**src/ssre_defines.svh**
```systemverilog
// Purpose: Constants of the servo status reply encoder.
// Assumes: Included by its bare name.
// Notes: ASCII characters of the reply frame, controller IDs and text memory string indices.
`ifndef SSRE_DEFINES_SVH
`define SSRE_DEFINES_SVH

`define SSRE_CH_LEAD   8'h23
`define SSRE_CH_END    8'h0D
`define SSRE_CH_ZERO   8'h30
`define SSRE_CH_ONE    8'h31
`define SSRE_CH_A      8'h41
`define SSRE_CH_D      8'h44
`define SSRE_CH_E      8'h45
`define SSRE_CH_S      8'h53
`define SSRE_CH_WAIT   8'h57
`define SSRE_CH_RUN    8'h52
`define SSRE_CH_INIT   8'h49
`define SSRE_CH_DIS    8'h44
`define SSRE_CH_FIVE   8'h35
`define SSRE_CH_SIX    8'h36
`define SSRE_P2P_ID    3'h1
`define SSRE_MAX_ID    3'h6
`define SSRE_STR_LEN   4'h8
`define SSRE_STR_POS   4'h0
`define SSRE_STR_SPD   4'h3
`define SSRE_STR_ACC   4'h6
`define SSRE_STR_CUR   4'h9

`endif

```
**src/ssre_pkg.sv**
```systemverilog
// Purpose: Types of the servo status reply encoder.
// Assumes: Shared by the top module and the text memory.
// Notes: Codes of the query and state enums are chosen for this block.
package ssre_pkg;

	typedef enum logic [2:0] {
		SSRE_Q_STATE = 3'h0,
		SSRE_Q_POS   = 3'h1,
		SSRE_Q_SPD   = 3'h2,
		SSRE_Q_ACC   = 3'h3,
		SSRE_Q_CUR   = 3'h4
	} ssre_query_t;

	typedef enum logic [2:0] {
		SSRE_C_WAIT    = 3'h0,
		SSRE_C_RUN     = 3'h1,
		SSRE_C_INIT    = 3'h2,
		SSRE_C_DISABLE = 3'h3,
		SSRE_C_ERR_SYS = 3'h4,
		SSRE_C_ERR_MOT = 3'h5
	} ssre_ctl_t;

	typedef enum logic [1:0] {
		SSRE_M_LINEAR   = 2'h0,
		SSRE_M_STEPPER  = 2'h1,
		SSRE_M_SOLENOID = 2'h2,
		SSRE_M_NONE     = 2'h3
	} ssre_mtype_t;

	typedef enum logic [2:0] {
		SSRE_S_IDLE  = 3'b000,
		SSRE_S_LEAD  = 3'b001,
		SSRE_S_FETCH = 3'b011,
		SSRE_S_BODY  = 3'b010,
		SSRE_S_TAIL  = 3'b110
	} ssre_fsm_t;

endpackage : ssre_pkg

```
**src/ssre_rom_if.sv**
```systemverilog
// Purpose: Carrier between the encoder and its text memory.
// Assumes: One clock; read data lag the address by one cycle.
// Notes: Address is string index and character index.
`timescale 1ns/1ps
interface ssre_rom_if;
	logic [3:0] str;
	logic [2:0] idx;
	logic [7:0] data;
	modport user (output str, output idx, input data);
	modport mem  (input str, input idx, output data);
endinterface : ssre_rom_if

```
**src/ssre_top.sv**
```systemverilog
// Purpose: Encodes replies to state and increment queries of the serial protocol.
// Assumes: Queries come from a parser on the same clock; state inputs likewise.
// Notes: Replies leave as a byte stream framed by a lead character and a carriage return.
// Notes on behaviour
// - In wait-for-disable, run, init or disable state the state reply names that state.
// - In a system error the state reply marks a system error and carries its fault code.
// - In a motor error the state reply names the failed motor and carries its fault code.
// - System codes 2 to 5 mean power supply low, power high, signal low, signal high.
// - System code 6 means overheated or faulty and code 7 means internal 12V missing.
// - Motor codes 1 to 4 mean overload, overheat, following error and missing slider.
// - Motor codes 6, 7 and 8 mean init failed, wrong or bad motor, bad profile; 5 unused.
// - Motor codes 9, 10 and 11 mean board overcurrent, overtemperature and blown fuse.
// - Position step is 19.53125 um linear, 1/8 step stepper, 23.438 mA solenoid.
// - Speed step is 190.735 um/s linear, 0.081469 steps/s stepper, zero solenoid.
// - Acceleration step is 238.419 mm/s2 linear, 47.6836 steps/s2 stepper, none else.
// - Current step is 23.438 mA.
// - On a multidrop link controller ID n owns the four letters from A plus 4(n-1).
// - In point-to-point mode only ID 1 and motors A to D pass, else a wrong-selection error.
`timescale 1ns/1ps
`include "ssre_defines.svh"
module ssre_top
	import ssre_pkg::*;
(
	input  wire logic        clk,        // 20 MHz clock.
	input  wire logic        nrst,       // Asynchronous reset, active low.
	input  wire logic        req,        // Query strobe, one cycle.
	input  wire ssre_query_t req_kind,   // Which query.
	input  wire logic [2:0]  req_id,     // Addressed controller ID.
	input  wire logic [7:0]  req_letter, // Addressed motor letter, ASCII.
	input  wire logic [2:0]  own_id,     // This controller's ID.
	input  wire logic        multidrop,  // High on a multidrop link.
	input  wire ssre_ctl_t   ctl_state,  // Operating state.
	input  wire logic [1:0]  err_motor,  // Failed motor, 0 is the first.
	input  wire logic [3:0]  sys_code,   // System fault code.
	input  wire logic [3:0]  mot_code,   // Motor fault code.
	input  wire logic [7:0]  mtype,      // Two bits of motor type per motor.
	input  wire logic        tx_ready,   // Sink takes tx_data.
	output logic      [7:0]  tx_data,    // Reply character.
	output logic             tx_valid,   // Reply character valid.
	output logic             busy,       // Reply in progress.
	output logic             sel_err     // Wrong selection pulse.
);

	ssre_rom_if rom_bus ();

	ssre_rom u_rom (
		.clk  (clk),
		.nrst (nrst),
		.rom  (rom_bus.mem)
	);

	ssre_fsm_t  state_r,  state_nxt;
	logic [3:0] idx_r,    idx_nxt;
	logic [2:0] len_r,    len_nxt;
	logic [7:0] buf_r     [4];
	logic [7:0] buf_nxt   [4];
	logic       rom_r,    rom_nxt;
	logic [3:0] str_r,    str_nxt;
	logic [7:0] tx_data_r, tx_data_nxt;
	logic       tx_valid_r, tx_valid_nxt;
	logic       busy_r,   busy_nxt;
	logic       sel_err_r, sel_err_nxt;

	// Letter of motor m on controller id; ID 1 starts at A.
	function automatic logic [7:0] letter_of(input logic [2:0] id, input logic [1:0] m);
		letter_of = `SSRE_CH_A + {3'h0, id - 3'h1, m};
	endfunction : letter_of

	// Fault codes as one or two ASCII digits, left aligned; returns the count in [1:0].
	function automatic logic [17:0] digits_of(input logic [3:0] c);
		if (c >= 4'hA) begin
			digits_of = {`SSRE_CH_ONE, `SSRE_CH_ZERO + {4'h0, c - 4'hA}, 2'h2};
		end else begin
			digits_of = {`SSRE_CH_ZERO + {4'h0, c}, 8'h00, 2'h1};
		end
	endfunction : digits_of

	logic        hit;
	logic        addr_ok;
	logic [1:0]  mot_idx;
	logic [7:0]  body_ch;
	logic        body_done;
	logic        tx_free;
	logic [17:0] dig;
	logic [1:0]  mt;

	always_comb begin
		mot_idx = 2'(req_letter - letter_of(multidrop ? own_id : `SSRE_P2P_ID, 2'h0));
		if (multidrop) begin
			hit     = (req_id == own_id);
			addr_ok = (req_letter >= letter_of(own_id, 2'h0))
				&& (req_letter <= letter_of(own_id, 2'h3));
		end else begin
			hit     = 1'b1;
			addr_ok = (req_id == `SSRE_P2P_ID) && (req_letter >= `SSRE_CH_A)
				&& (req_letter <= `SSRE_CH_D);
		end
		mt        = mtype[mot_idx * 2 +: 2];
		tx_free   = !tx_valid_r || tx_ready;
		body_ch   = rom_r ? rom_bus.data : buf_r[idx_r[1:0]];
		body_done = rom_r ? (idx_r == `SSRE_STR_LEN || rom_bus.data == 8'h00)
			: (idx_r[2:0] == len_r);
		dig       = digits_of(ctl_state == SSRE_C_ERR_SYS ? sys_code : mot_code);
	end

	assign rom_bus.str = str_r;
	assign rom_bus.idx = idx_r[2:0];

	always_comb begin
		state_nxt    = state_r;
		idx_nxt      = idx_r;
		len_nxt      = len_r;
		buf_nxt      = buf_r;
		rom_nxt      = rom_r;
		str_nxt      = str_r;
		tx_data_nxt  = tx_data_r;
		tx_valid_nxt = tx_valid_r && !tx_ready;
		sel_err_nxt  = 1'b0;
		unique case (state_r)
			SSRE_S_IDLE: begin
				if (req && hit) begin
					state_nxt = SSRE_S_LEAD;
					rom_nxt   = 1'b0;
					if (!addr_ok) begin
						buf_nxt     = '{`SSRE_CH_E, `SSRE_CH_FIVE, `SSRE_CH_SIX, 8'h00};
						len_nxt     = 3'h3;
						sel_err_nxt = 1'b1;
					end else if (req_kind == SSRE_Q_STATE) begin
						len_nxt = 3'h1;
						buf_nxt = '{8'h00, 8'h00, 8'h00, 8'h00};
						unique case (ctl_state)
							SSRE_C_WAIT:    buf_nxt[0] = `SSRE_CH_WAIT;
							SSRE_C_RUN:     buf_nxt[0] = `SSRE_CH_RUN;
							SSRE_C_INIT:    buf_nxt[0] = `SSRE_CH_INIT;
							SSRE_C_DISABLE: buf_nxt[0] = `SSRE_CH_DIS;
							SSRE_C_ERR_SYS: begin
								// Codes 2 to 7 pass through as digits
								buf_nxt = '{`SSRE_CH_E, `SSRE_CH_S, dig[17:10], dig[9:2]};
								len_nxt = 3'h2 + {1'b0, dig[1:0]};
							end
							SSRE_C_ERR_MOT: begin
								// Codes 1 to 11 pass through as digits
								buf_nxt = '{`SSRE_CH_E,
									letter_of(multidrop ? own_id : `SSRE_P2P_ID, err_motor),
									dig[17:10], dig[9:2]};
								len_nxt = 3'h2 + {1'b0, dig[1:0]};
							end
							default: buf_nxt[0] = `SSRE_CH_E;
						endcase
					end else begin
						rom_nxt = 1'b1;
						// Motors without a type report like solenoids.
						unique case (req_kind)
							SSRE_Q_POS: str_nxt = `SSRE_STR_POS + {2'h0, mt[1] ? 2'h2 : mt};
							SSRE_Q_SPD: str_nxt = `SSRE_STR_SPD + {2'h0, mt[1] ? 2'h2 : mt};
							SSRE_Q_ACC: str_nxt = `SSRE_STR_ACC + {2'h0, mt[1] ? 2'h2 : mt};
							default:    str_nxt = `SSRE_STR_CUR;
						endcase
					end
				end
			end
			SSRE_S_LEAD: begin
				if (tx_free) begin
					tx_data_nxt  = `SSRE_CH_LEAD;
					tx_valid_nxt = 1'b1;
					idx_nxt      = 4'h0;
					state_nxt    = SSRE_S_FETCH;
				end
			end
			SSRE_S_FETCH: begin
				// One cycle lets the registered memory output settle on idx_r.
				state_nxt = SSRE_S_BODY;
			end
			SSRE_S_BODY: begin
				if (body_done) begin
					state_nxt = SSRE_S_TAIL;
				end else if (tx_free) begin
					tx_data_nxt  = body_ch;
					tx_valid_nxt = 1'b1;
					idx_nxt      = idx_r + 4'h1;
					state_nxt    = SSRE_S_FETCH;
				end
			end
			SSRE_S_TAIL: begin
				if (tx_free) begin
					tx_data_nxt  = `SSRE_CH_END;
					tx_valid_nxt = 1'b1;
					state_nxt    = SSRE_S_IDLE;
				end
			end
			default: state_nxt = SSRE_S_IDLE;
		endcase
		busy_nxt = (state_nxt != SSRE_S_IDLE);
	end

	always_ff @(posedge clk or negedge nrst) begin
		if (!nrst) begin
			state_r    <= SSRE_S_IDLE;
			idx_r      <= 4'h0;
			len_r      <= 3'h0;
			buf_r      <= '{8'h00, 8'h00, 8'h00, 8'h00};
			rom_r      <= 1'b0;
			str_r      <= 4'h0;
			tx_data_r  <= 8'h00;
			tx_valid_r <= 1'b0;
			busy_r     <= 1'b0;
			sel_err_r  <= 1'b0;
		end else begin
			state_r    <= state_nxt;
			idx_r      <= idx_nxt;
			len_r      <= len_nxt;
			buf_r      <= buf_nxt;
			rom_r      <= rom_nxt;
			str_r      <= str_nxt;
			tx_data_r  <= tx_data_nxt;
			tx_valid_r <= tx_valid_nxt;
			busy_r     <= busy_nxt;
			sel_err_r  <= sel_err_nxt;
		end
	end

	assign tx_data  = tx_data_r;
	assign tx_valid = tx_valid_r;
	assign busy     = busy_r;
	assign sel_err  = sel_err_r;

endmodule : ssre_top

```
**src/ssre_rom.sv**
```systemverilog
// Purpose: Text memory holding the increment replies as ASCII strings.
// Assumes: Strings are left aligned, eight characters, zero padded.
// Notes: Read data come out of a register, one cycle after the address.
`timescale 1ns/1ps
module ssre_rom
	import ssre_pkg::*;
(
	input  wire logic clk,  // Clock.
	input  wire logic nrst, // Asynchronous reset, active low.
	ssre_rom_if.mem   rom   // Address in, registered character out.
);

	logic [7:0]  data_r;
	logic [7:0]  data_nxt;
	logic [63:0] str_text;

	function automatic logic [63:0] text_of(input logic [3:0] s);
		unique case (s)
			4'h0:    text_of = "19.53125";
			4'h1:    text_of = {"0.125", 24'h0};
			4'h2:    text_of = {"23.438", 16'h0};
			4'h3:    text_of = {"190.735", 8'h0};
			4'h4:    text_of = "0.081469";
			4'h5:    text_of = {"0", 56'h0};
			4'h6:    text_of = {"238.419", 8'h0};
			4'h7:    text_of = {"47.6836", 8'h0};
			4'h8:    text_of = {"-", 56'h0};
			4'h9:    text_of = {"23.438", 16'h0};
			default: text_of = 64'h0;
		endcase
	endfunction : text_of

	// The whole string is held in a variable first, since a function result takes no select.
	always_comb begin
		str_text = text_of(rom.str);
		data_nxt = str_text[(3'h7 - rom.idx) * 8 +: 8];
	end

	always_ff @(posedge clk or negedge nrst) begin
		if (!nrst) begin
			data_r <= 8'h00;
		end else begin
			data_r <= data_nxt;
		end
	end

	assign rom.data = data_r;

endmodule : ssre_rom

```
**config.mk**
```make
export PLATFORM = sky130hd
export DESIGN_NAME = ssre_top
export DESIGN_NICKNAME = d
export VERILOG_FILES = /design/src/ssre_pkg.sv /design/src/ssre_rom_if.sv /design/src/ssre_top.sv /design/src/ssre_rom.sv
export VERILOG_INCLUDE_DIRS = /design/src
export SDC_FILE = /design/constraint.sdc
export NUM_CORES = 1
export LEC_CHECK = 0
export BUFFER_PORTS_ARGS = -buffer_cell sky130_fd_sc_hd__buf_2
export CORE_ASPECT_RATIO = 0.75
export CORE_MARGIN = 2
export CORE_UTILIZATION = 58
export DETAILED_ROUTE_END_ITERATION = 10
export PLACE_DENSITY = 0.9
export SLEW_MARGIN = 20
export SYNTH_ARGS = -nofsm -noshare
export SYNTH_HDL_FRONTEND = slang
export SYNTH_SLANG_ARGS = --single-unit
```
**constraint.sdc**
```tcl
create_clock -name clk -period 2.92 [get_ports clk]
set_input_delay 0.584 -clock clk [delete_from_list [all_inputs] [get_ports clk]]
set_output_delay 0.584 -clock clk [all_outputs]
set_load 0.01 [all_outputs]
```
==> impl_metrics.py, run 1 <==
metrics = {
    "sta": {
        "tightest_slew_ns": 0.641,
        "fin_skew_ns": 0.0169,
        "layout_min_cycle_time_ns": 2.84,
        "rsz0062_at_grt": "no",
        "worst_slack_ns": 0.0807,
        "fmax_mhz": 352,
        "setup_viol": 0,
        "relSlewSlack": 0.573,
        "timing.final.crit_share": 0.972,
        "hold_viol": 0,
        "tns_ns": 0,
        "drv_slew": 0,
    },
    "logic_synthesis": {
        "synth_ff_type": "dfrtp_1",
        "netlist_area_mm2": 0.00388,
        "yosys_warnings": 0,
        "yosys-top-cells-area": "dfrtp_1, ha_1, nand2_1, mux4_2, o21ai_0",
        "synth.distinct_cells": 67,
        "yosys.cell_count.top_type": "dfrtp_1",
        "synth-edff-count": 0,
        "avgSynthCellArea_um2": 8.99,
        "yosysSeqAreaShare": 0.341,
        "yosysTopAreaCellShare": 0.341,
        "syn_inst": 432,
        "synth_seq_cells": 53,
        "synthesis.nets": 498,
        "synth_commonest_cells": "dfrtp_1, nand2_1, nor2_1",
        "async_flop_share": 1.00,
        "synth_top_area_cell": "dfrtp_1",
    },
    "worst_setup_path": {
        "end_kind": "register",
        "slowest_stage": "a21oi_1",
        "r2r_end": "u_rom.rom.data[4]$_DFF_PN0_",
        "r2r-start": "rom_bus.str[0]$_DFFE_PN0P_",
        "critical-path-max-stage-delay_ns": 0.40,
        "path_max_fanout": 10,
        "path_class": "in -> reg",
        "worstPathRequired_ns": 3.12,
        "critPathTopFamily": "compound AO/OA/AOI/OAI gates",
        "r2r_slack_ns": 0.74,
        "cp_cell_sequence": "buf_2, inv_1, ha_1, or3_1, ha_1, nand2_1, o22ai_1, a21oi_1, o21ai_2, and3_1, buf_4, a32o_1",
        "crit_arrival_ns": 3.04,
        "r2r.worst_path.cells": 8,
        "start_kind": "input pin",
        "critPathBufInv": 3,
        "cpMostUsedCell": "ha_1",
    },
    "grt": {
        "overflow": 0,
        "antenna_found_initial": 1,
        "grt_pass1_wl_um": 16700,
        "grt_pass1_vias": 3466,
        "grt_max_degree": 30,
        "grtUsageTotal": 0.282,
    },
    "cts": {
        "clk_latency_ns": 0.32,
        "cts_made_buffers": 5,
        "post_cts_buffers": 0,
        "clock-sinks": 53,
        "cts_root_buf": "clkbuf_8",
        "cts_tree": "done",
        "htree_levels": 2,
        "clockBufferDepth": 2,
        "cts_hold_buffers": 0,
        "post_cts_resized": 0,
        "clkTransAtPathRegs_ns": 0.11,
    },
    "power_and_ir_drop": {
        "power_density_mw_per_mm2": 725,
        "p_leak_uw": 0.00194,
        "ir_drop_mv": 0.371,
    },
    "layout": {
        "fillers": 518,
        "diodes": 0,
        "nets": 548,
        "drive_gt1_frac": 0.199,
        "multiInputGateArea_mm2": 0.00237,
        "fin_cells": 564,
        "areaGrowthSynthToFinish_pct": 11.8,
        "seqCellArea_mm2": 0.00133,
    },
    "routing": {
        "first_iter_violations": 529,
        "ant_nets": 0,
        "wl_per_cell_um": 17.5,
        "dr.pass1.iters": 7,
        "vias": 3645,
        "post_drt_via_cell_ratio": 6.46,
        "drt_wl_total_um": 9890,
        "drc": 0,
    },
    "place": {
        "hpwl_um": 7660,
        "place_ws_ns": -0.233,
        "portBuffers": 52,
        "placed_cells": 556,
        "routabilityCongestion": 0.992,
    },
    "floorplanning": {
        "ios": 54,
        "initial_core_util": 0.609,
        "die_y_um": 74.9,
        "row_count": 25,
        "core_area_mm2": 0.00638,
        "die_w_um": 98.5,
        "dieArea_mm2": 0.00737,
    },
    "hold_path": {
        "hold_class": "in -> async",
    },
    "run": {
        "maxCapViolations": 0,
    },
    "status": {
        "outcome": "finished clean",
    },
}
-- layer usage --
metal	global-route usage	vias to the layer above	wire length, um
met4	0.0837	2	176
met5	0	-	16
met1	0.370	1697	4170
met3	0.0706	22	990
li1	-	1686	-
met2	0.475	238	4530
-- where the power goes --
part           internal, uW  total [uW]  leakage, uW  switching (uW)
sequential              948        1170     0.000636             224
combinational           701        1550      0.00126             849
clock                   171         426    0.0000445             255
-- registers in the layout (all words and copies together), names as in the netlist --
register,cells
buf_r,22
tx_data,7
u_rom.rom.data,6
idx_r,4
rom_bus.str,4
len_r,3
state_r,3
busy,1
rom_r,1
sel_err,1
tx_valid,1
-- cells in the final DEF, fill, tap and decap left out, drive strengths merged, types with 11 or more instances in the layout --
cell,synthesis,routed
buf,9,68
dfrtp,53,53
nand2,46,46
o21ai,36,36
nor2,30,30
ha,23,23
a21oi,22,22
inv,20,21
nor2b,14,14
mux2i,12,12
nand3,11,11
-- cell families (layout without fill, tap and decap cells) --
logic type,count (synthesis),after routing,synth area share
AO/OA/AOI/OAI,129,129,0.230
XOR/XNOR,16,16,0.0361
adder cells (fa/ha/maj),23,23,0.0741
buffers and inverters,45,96,0.0496
flip-flops,53,53,0.341
multiplexers,25,25,0.0889
other,1,1,0.000966
AND/OR/NAND/NOR,140,140,0.179
-- per-stage QoR --
step	hold WS (ns)	instance area (um2)	util	power (uW)
after floorplan	0.288	3880	-	2280
after global placement	0.463	4250	0.666	2630
after detailed placement	0.457	4250	0.666	2700
after CTS	0.273	4340	0.680	3120
after global routing	0.299	4340	0.681	3370
final	0.256	4340	0.681	3150
-- worst max-delay path by stage --
| stage | from | endpoint | slack [ns] | depth (start not counted) |
|---|---|---|---|---|
| 6_report | own_id[0] | buf_r[1]$_DFFE_PN0P_ | 0.08 | 12 |
| 5_1_grt | own_id[0] | buf_r[3]$_DFFE_PN0P_ | 0.02 | 12 |
| 4_1_cts | own_id[0] | buf_r[3]$_DFFE_PN0P_ | 0.09 | 12 |
| 3_5_place_dp | own_id[0] | buf_r[1]$_DFFE_PN0P_ | -0.23 | 12 |
| 3_3_place_gp | own_id[0] | buf_r[3]$_DFFE_PN0P_ | -0.11 | 12 |
| 2_1_floorplan | own_id[0] | buf_r[11]$_DFFE_PN0P_ | 0.08 | 11 |
-- area by class of cell --
| type | instances | share of cell area |
|---|---|---|
| sequential | 53 | 0.305 |
| clock inverter | 3 | 0.00490 |
| inverter | 20 | 0.0173 |
| timing repair buffer | 68 | 0.0876 |
| clock buffer | 5 | 0.0158 |
| multi-input combinational | 334 | 0.546 |
| tap | 81 | 0.0233 |
Power figures use the tool's default switching activity.
==> run 2, diff against run 1 <==
CORE_MARGIN = unset   (was 2)
==> run 2 against run 1 <==
Compared with the run above: final cell count is 0.35% lower; flip-flop and latch count did not move; critical path depth grew 1; first-iteration DRC count shrank 29%; sequential share of layout area up 0.15 points; core utilization fell by 0.33 points; critical endpoint is now buf_r[11]$_DFFE_PN0P_; routed wire length fell by 3.4%; sequential power hardly changed; fmax increased by 1.1%; via count is 0.82% lower; largest power group unchanged; clock skew is 0.0058 ns lower; global-route usage increased by 1.7 points; largest cell class unchanged.
==> impl_metrics.py, run 2 (synthesis results as in run 1) <==
metrics = {
    "layout": {
        "layout_common_cells": "dfrtp_1, buf_2, nand2_1",
        "max_flop_register": "buf_r",
        "seqCellArea_mm2": 0.00133,
        "final_common_cell": "dfrtp_1",
        "diodes": 0,
        "largest_reg_flops": 22,
        "nets": 547,
        "multiInputGateArea_mm2": 0.00236,
        "fillers": 509,
        "utilization": 0.677,
        "fin_cells": 562,
        "areaGrowthSynthToFinish_pct": 11.3,
        "drive_gt1_frac": 0.193,
    },
    "place": {
        "hpwl_um": 7290,
        "placed_cells": 555,
        "portBuffers": 52,
        "routabilityCongestion": 0.931,
    },
    "sta": {
        "layout_min_cycle_time_ns": 2.81,
        "relSlewSlack": 0.581,
        "setup_viol": 0,
        "tightest_slew_ns": 0.628,
        "rsz0062_at_grt": "no",
        "tns_ns": 0,
        "fin_skew_ns": 0.0111,
        "hold_viol": 0,
        "drv_slew": 0,
        "fmax_mhz": 356,
        "timing.final.crit_share": 0.962,
    },
    "routing": {
        "post_drt_via_cell_ratio": 6.43,
        "first_iter_violations": 377,
        "dr.pass1.iters": 5,
        "vias": 3615,
        "drt_wl_total_um": 9550,
        "drc": 0,
        "ant_nets": 0,
        "wl_per_cell_um": 17.0,
    },
    "grt": {
        "antenna_found_initial": 0,
        "overflow": 0,
        "grt_pass1_vias": 3381,
        "grt_pass1_wl_um": 16100,
        "grt_max_degree": 32,
        "grtUsageTotal": 0.299,
    },
    "cts": {
        "cts_hold_buffers": 0,
        "cts_made_buffers": 5,
        "post_cts_buffers": 0,
        "clockBufferDepth": 2,
        "clk_latency_ns": 0.31,
        "post_cts_resized": 0,
        "cts_tree": "done",
        "clock-sinks": 53,
        "clkTransAtPathRegs_ns": 0.09,
        "cts_root_buf": "clkbuf_8",
        "htree_levels": 2,
    },
    "floorplanning": {
        "ios": 54,
        "die_y_um": 72.9,
        "die_w_um": 96.5,
        "initial_core_util": 0.609,
        "row_count": 25,
        "dieArea_mm2": 0.00703,
        "core_area_mm2": 0.00638,
    },
    "power_and_ir_drop": {
        "p_leak_uw": 0.00193,
        "ir_drop_mv": 0.342,
        "power_density_mw_per_mm2": 723,
    },
    "status": {
        "outcome": "finished clean",
    },
    "worst_setup_path": {
        "r2r_end": "u_rom.rom.data[5]$_DFF_PN0_",
        "r2r_slack_ns": 0.75,
        "start_kind": "input pin",
        "r2r-start": "rom_bus.str[0]$_DFFE_PN0P_",
        "worstPathRequired_ns": 3.12,
        "path_max_fanout": 10,
        "path_class": "in -> reg",
        "crit_arrival_ns": 3.01,
        "r2r.worst_path.cells": 8,
        "end_kind": "register",
    },
    "hold_path": {
        "hold_class": "in -> async",
    },
    "run": {
        "maxCapViolations": 0,
    },
}
run 2: cell types whose count changed in the layout (fill, tap and decap cells not counted):
cell	change
clkinv_4	+1
clkinvlp_4	-1
nor2_4	-1
clkinv_2	-1
clkbuf_1	+1
buf_4	-1
inv_6	-1
nor2_2	+1
run 2: worst max-delay path by stage:
stage / start / endpoint / slack, ns / depth (start not counted)
3_3_place_gp: own_id[0] / buf_r[11]$_DFFE_PN0P_ / -0.07 / 12
4_1_cts: own_id[0] / buf_r[11]$_DFFE_PN0P_ / 0.11 / 13
2_1_floorplan: own_id[0] / buf_r[11]$_DFFE_PN0P_ / 0.08 / 11
3_5_place_dp: own_id[0] / buf_r[11]$_DFFE_PN0P_ / -0.23 / 13
5_1_grt: own_id[0] / buf_r[24]$_DFFE_PN0P_ / 0.01 / 12
6_report: own_id[0] / buf_r[11]$_DFFE_PN0P_ / 0.11 / 13
run 2: final cells by class:
| class | instances | area share |
|---|---|---|
| Timing Repair Buffer | 67 | 0.0863 |
| Tap cell | 81 | 0.0235 |
| Inverter | 20 | 0.0174 |
| Sequential cell | 53 | 0.307 |
| Clock buffer | 6 | 0.0168 |
| Multi-Input combinational cell | 334 | 0.547 |
| Clock inverter | 1 | 0.00203 |
run 2: power breakdown:
group          switching, uW  internal (uW)
registers                209            948
clock network            239            167
logic                    863            699
total                   1310           1810
run 2: routing by layer:
layer | share of wire | track usage | routed length (um) | up-vias
li1 | - | - | - | 1686
met1 | 0.45 | 0.434 | 4330 | 1702
met2 | 0.44 | 0.463 | 4220 | 203
met3 | 0.088 | 0.0479 | 845 | 24
met4 | 0.016 | 0.0833 | 157 | 0
met5 | 0 | 0 | 0 | -
run 2: metrics by stage:
| stage | setup slack [ns] | instance area, um2 | hold slack [ns] | total power [uW] |
|---|---|---|---|---|
| CTS | 0.105 | 4320 | 0.243 | 3100 |
| floorplan | 0.0810 | 3880 | 0.288 | 2280 |
| finish | 0.111 | 4320 | 0.222 | 3120 |
| detailed placement | -0.230 | 4240 | 0.462 | 2700 |
| global placement | -0.0692 | 4240 | 0.454 | 2630 |
| global route | 0.0120 | 4320 | 0.264 | 3360 |
run 2: critical path, stage by stage:
cell	delay [ns]
buf_2	0.09
inv_1	0.05
ha_1	0.21
xnor2_1	0.15
or3_1	0.33
ha_1	0.30
nand2_1	0.08
o22ai_1	0.07
a21oi_1	0.38
o21ai_2	0.15
and3_1	0.19
buf_4	0.16
a32o_1	0.25
==> run 3, diff against run 2 <==
CORE_MARGIN = 2   (was unset)
CORE_UTILIZATION = 63   (was 58)
PLACE_DENSITY = 0.95   (was 0.9)
clock period = 3.6 ns   (was 2.92 ns; I/O delays follow)
==> run 3 against run 2 <==
Compared with the run above: critical path type unchanged; largest power group unchanged; clock power up 2%; first-iteration DRC count up 45%; combinational power down 19%.
==> impl_metrics.py, run 3 (synthesis results as in run 1) <==
metrics = {
    "sta": {
        "setup_viol": 0,
        "fin_skew_ns": 0.0111,
        "relSlewSlack": 0.527,
        "tns_ns": 0,
        "drv_slew": 0,
        "hold_viol": 0,
        "tightest_slew_ns": 0.709,
        "layout_min_cycle_time_ns": 3.09,
        "fmax_mhz": 324,
        "rsz0062_at_grt": "no",
        "timing.final.crit_share": 0.857,
    },
    "layout": {
        "nets": 535,
        "drive_gt1_frac": 0.177,
        "layout_common_cells": "dfrtp_1, buf_2, nand2_1",
        "fin_cells": 548,
        "max_flop_register": "buf_r",
        "diodes": 0,
        "areaGrowthSynthToFinish_pct": 9.79,
        "largest_reg_flops": 22,
        "final_common_cell": "dfrtp_1",
    },
    "floorplanning": {
        "row_count": 24,
        "die_y_um": 72.0,
        "die_w_um": 94.7,
        "dieArea_mm2": 0.00682,
        "initial_core_util": 0.660,
        "ios": 54,
        "core_area_mm2": 0.00589,
    },
    "cts": {
        "clk_latency_ns": 0.31,
        "post_cts_resized": 0,
        "cts_tree": "done",
        "cts_root_buf": "clkbuf_8",
        "post_cts_buffers": 0,
        "cts_hold_buffers": 0,
        "clock-sinks": 53,
        "clkTransAtPathRegs_ns": 0.10,
        "clockBufferDepth": 2,
        "htree_levels": 2,
        "cts_made_buffers": 5,
    },
    "grt": {
        "grtUsageTotal": 0.302,
        "antenna_found_initial": 1,
        "grt_pass1_wl_um": 16300,
        "grt_pass1_vias": 3486,
        "grt_max_degree": 54,
        "overflow": 0,
    },
    "routing": {
        "wl_per_cell_um": 18.1,
        "dr.pass1.iters": 6,
        "first_iter_violations": 547,
        "drt_wl_total_um": 9910,
        "drc": 0,
        "vias": 3730,
        "post_drt_via_cell_ratio": 6.81,
        "ant_nets": 0,
    },
    "hold_path": {
        "hold_class": "in -> async",
    },
    "run": {
        "maxCapViolations": 0,
    },
    "worst_setup_path": {
        "end_kind": "register",
        "worstPathRequired_ns": 3.86,
        "path_class": "in -> reg",
        "start_kind": "input pin",
        "crit_arrival_ns": 3.35,
        "path_max_fanout": 11,
    },
    "place": {
        "hpwl_um": 7320,
        "portBuffers": 52,
        "placed_cells": 540,
        "routabilityCongestion": 0.939,
    },
    "status": {
        "outcome": "finished clean",
    },
    "power_and_ir_drop": {
        "power_density_mw_per_mm2": 615,
        "p_leak_uw": 0.00189,
        "ir_drop_mv": 0.265,
    },
}
-- run 3: cell types whose count changed in the layout (fill, tap and decap cells not counted) --
cell,change
bufinv_16,+1
buf_4,-11
clkinvlp_4,+1
buf_2,-1
clkbuf_1,-1
-- run 3: worst paths after layout --
| kind | startpoint | endpoint | slack (ns) | depth (start not counted) |
|---|---|---|---|---|
| min | nrst | tx_data[2]$_DFFE_PN0P_ | 0.42 | 1 |
| max | own_id[0] | buf_r[24]$_DFFE_PN0P_ | 0.51 | 11 |
| max in group asynchronous | nrst | rom_bus.str[0]$_DFFE_PN0P_ | 2.72 | 1 |
| min in group clk | buf_r[30]$_DFFE_PN0P_ | buf_r[30]$_DFFE_PN0P_ | 0.49 | 1 |
| min reg2reg | buf_r[30]$_DFFE_PN0P_ | buf_r[30]$_DFFE_PN0P_ | 0.49 | 1 |
| max reg2reg | rom_bus.str[0]$_DFFE_PN0P_ | u_rom.rom.data[5]$_DFF_PN0_ | 1.36 | 8 |
-- run 3: metal layers --
metal	vias to the layer above	GRT usage	wire length, um
met2	248	0.500	4580
met1	1778	0.400	3970
met4	0	0.105	334
met5	-	0	0
met3	48	0.0613	1030
li1	1656	-	-
-- run 3: critical path, cell delays in order --
cell	delay, ns
buf_2	0.14
inv_1	0.08
ha_1	0.34
or3_1	0.37
ha_1	0.32
nand2_1	0.08
o22ai_1	0.06
a21oi_1	0.40
o31ai_4	0.16
nor2_2	0.42
o32a_1	0.24
-- run 3: report_power, final --
part / total, uW / internal, uW / switching, uW
registers: 952 / 769 / 183
logic: 1260 / 555 / 701
clock network: 416 / 208 / 207
-- run 3: stage by stage --
stage               setup slack (ns)  area [um2]  hold WS, ns   util  power (uW)
global placement               0.378        4150        0.451  0.705        2110
CTS                            0.546        4260        0.488  0.724        2590
detailed placement             0.203        4150        0.463  0.705        2180
global route                   0.373        4260        0.480  0.724        2790
finish                         0.515        4260        0.424  0.724        2620
floorplan                      0.625        3880        0.424      -        1850
-- run 3: final cells by class --
type / count / area (um2)
Timing Repair Buffer: 55 / 285
Clock inverter: 3 / 46.3
Fill cell: 421 / 1620
Tap cell: 78 / 97.6
Sequential cell: 53 / 1330
Multi-Input combinational cell: 334 / 2360
Clock buffer: 5 / 68.8
Inverter: 20 / 75.1
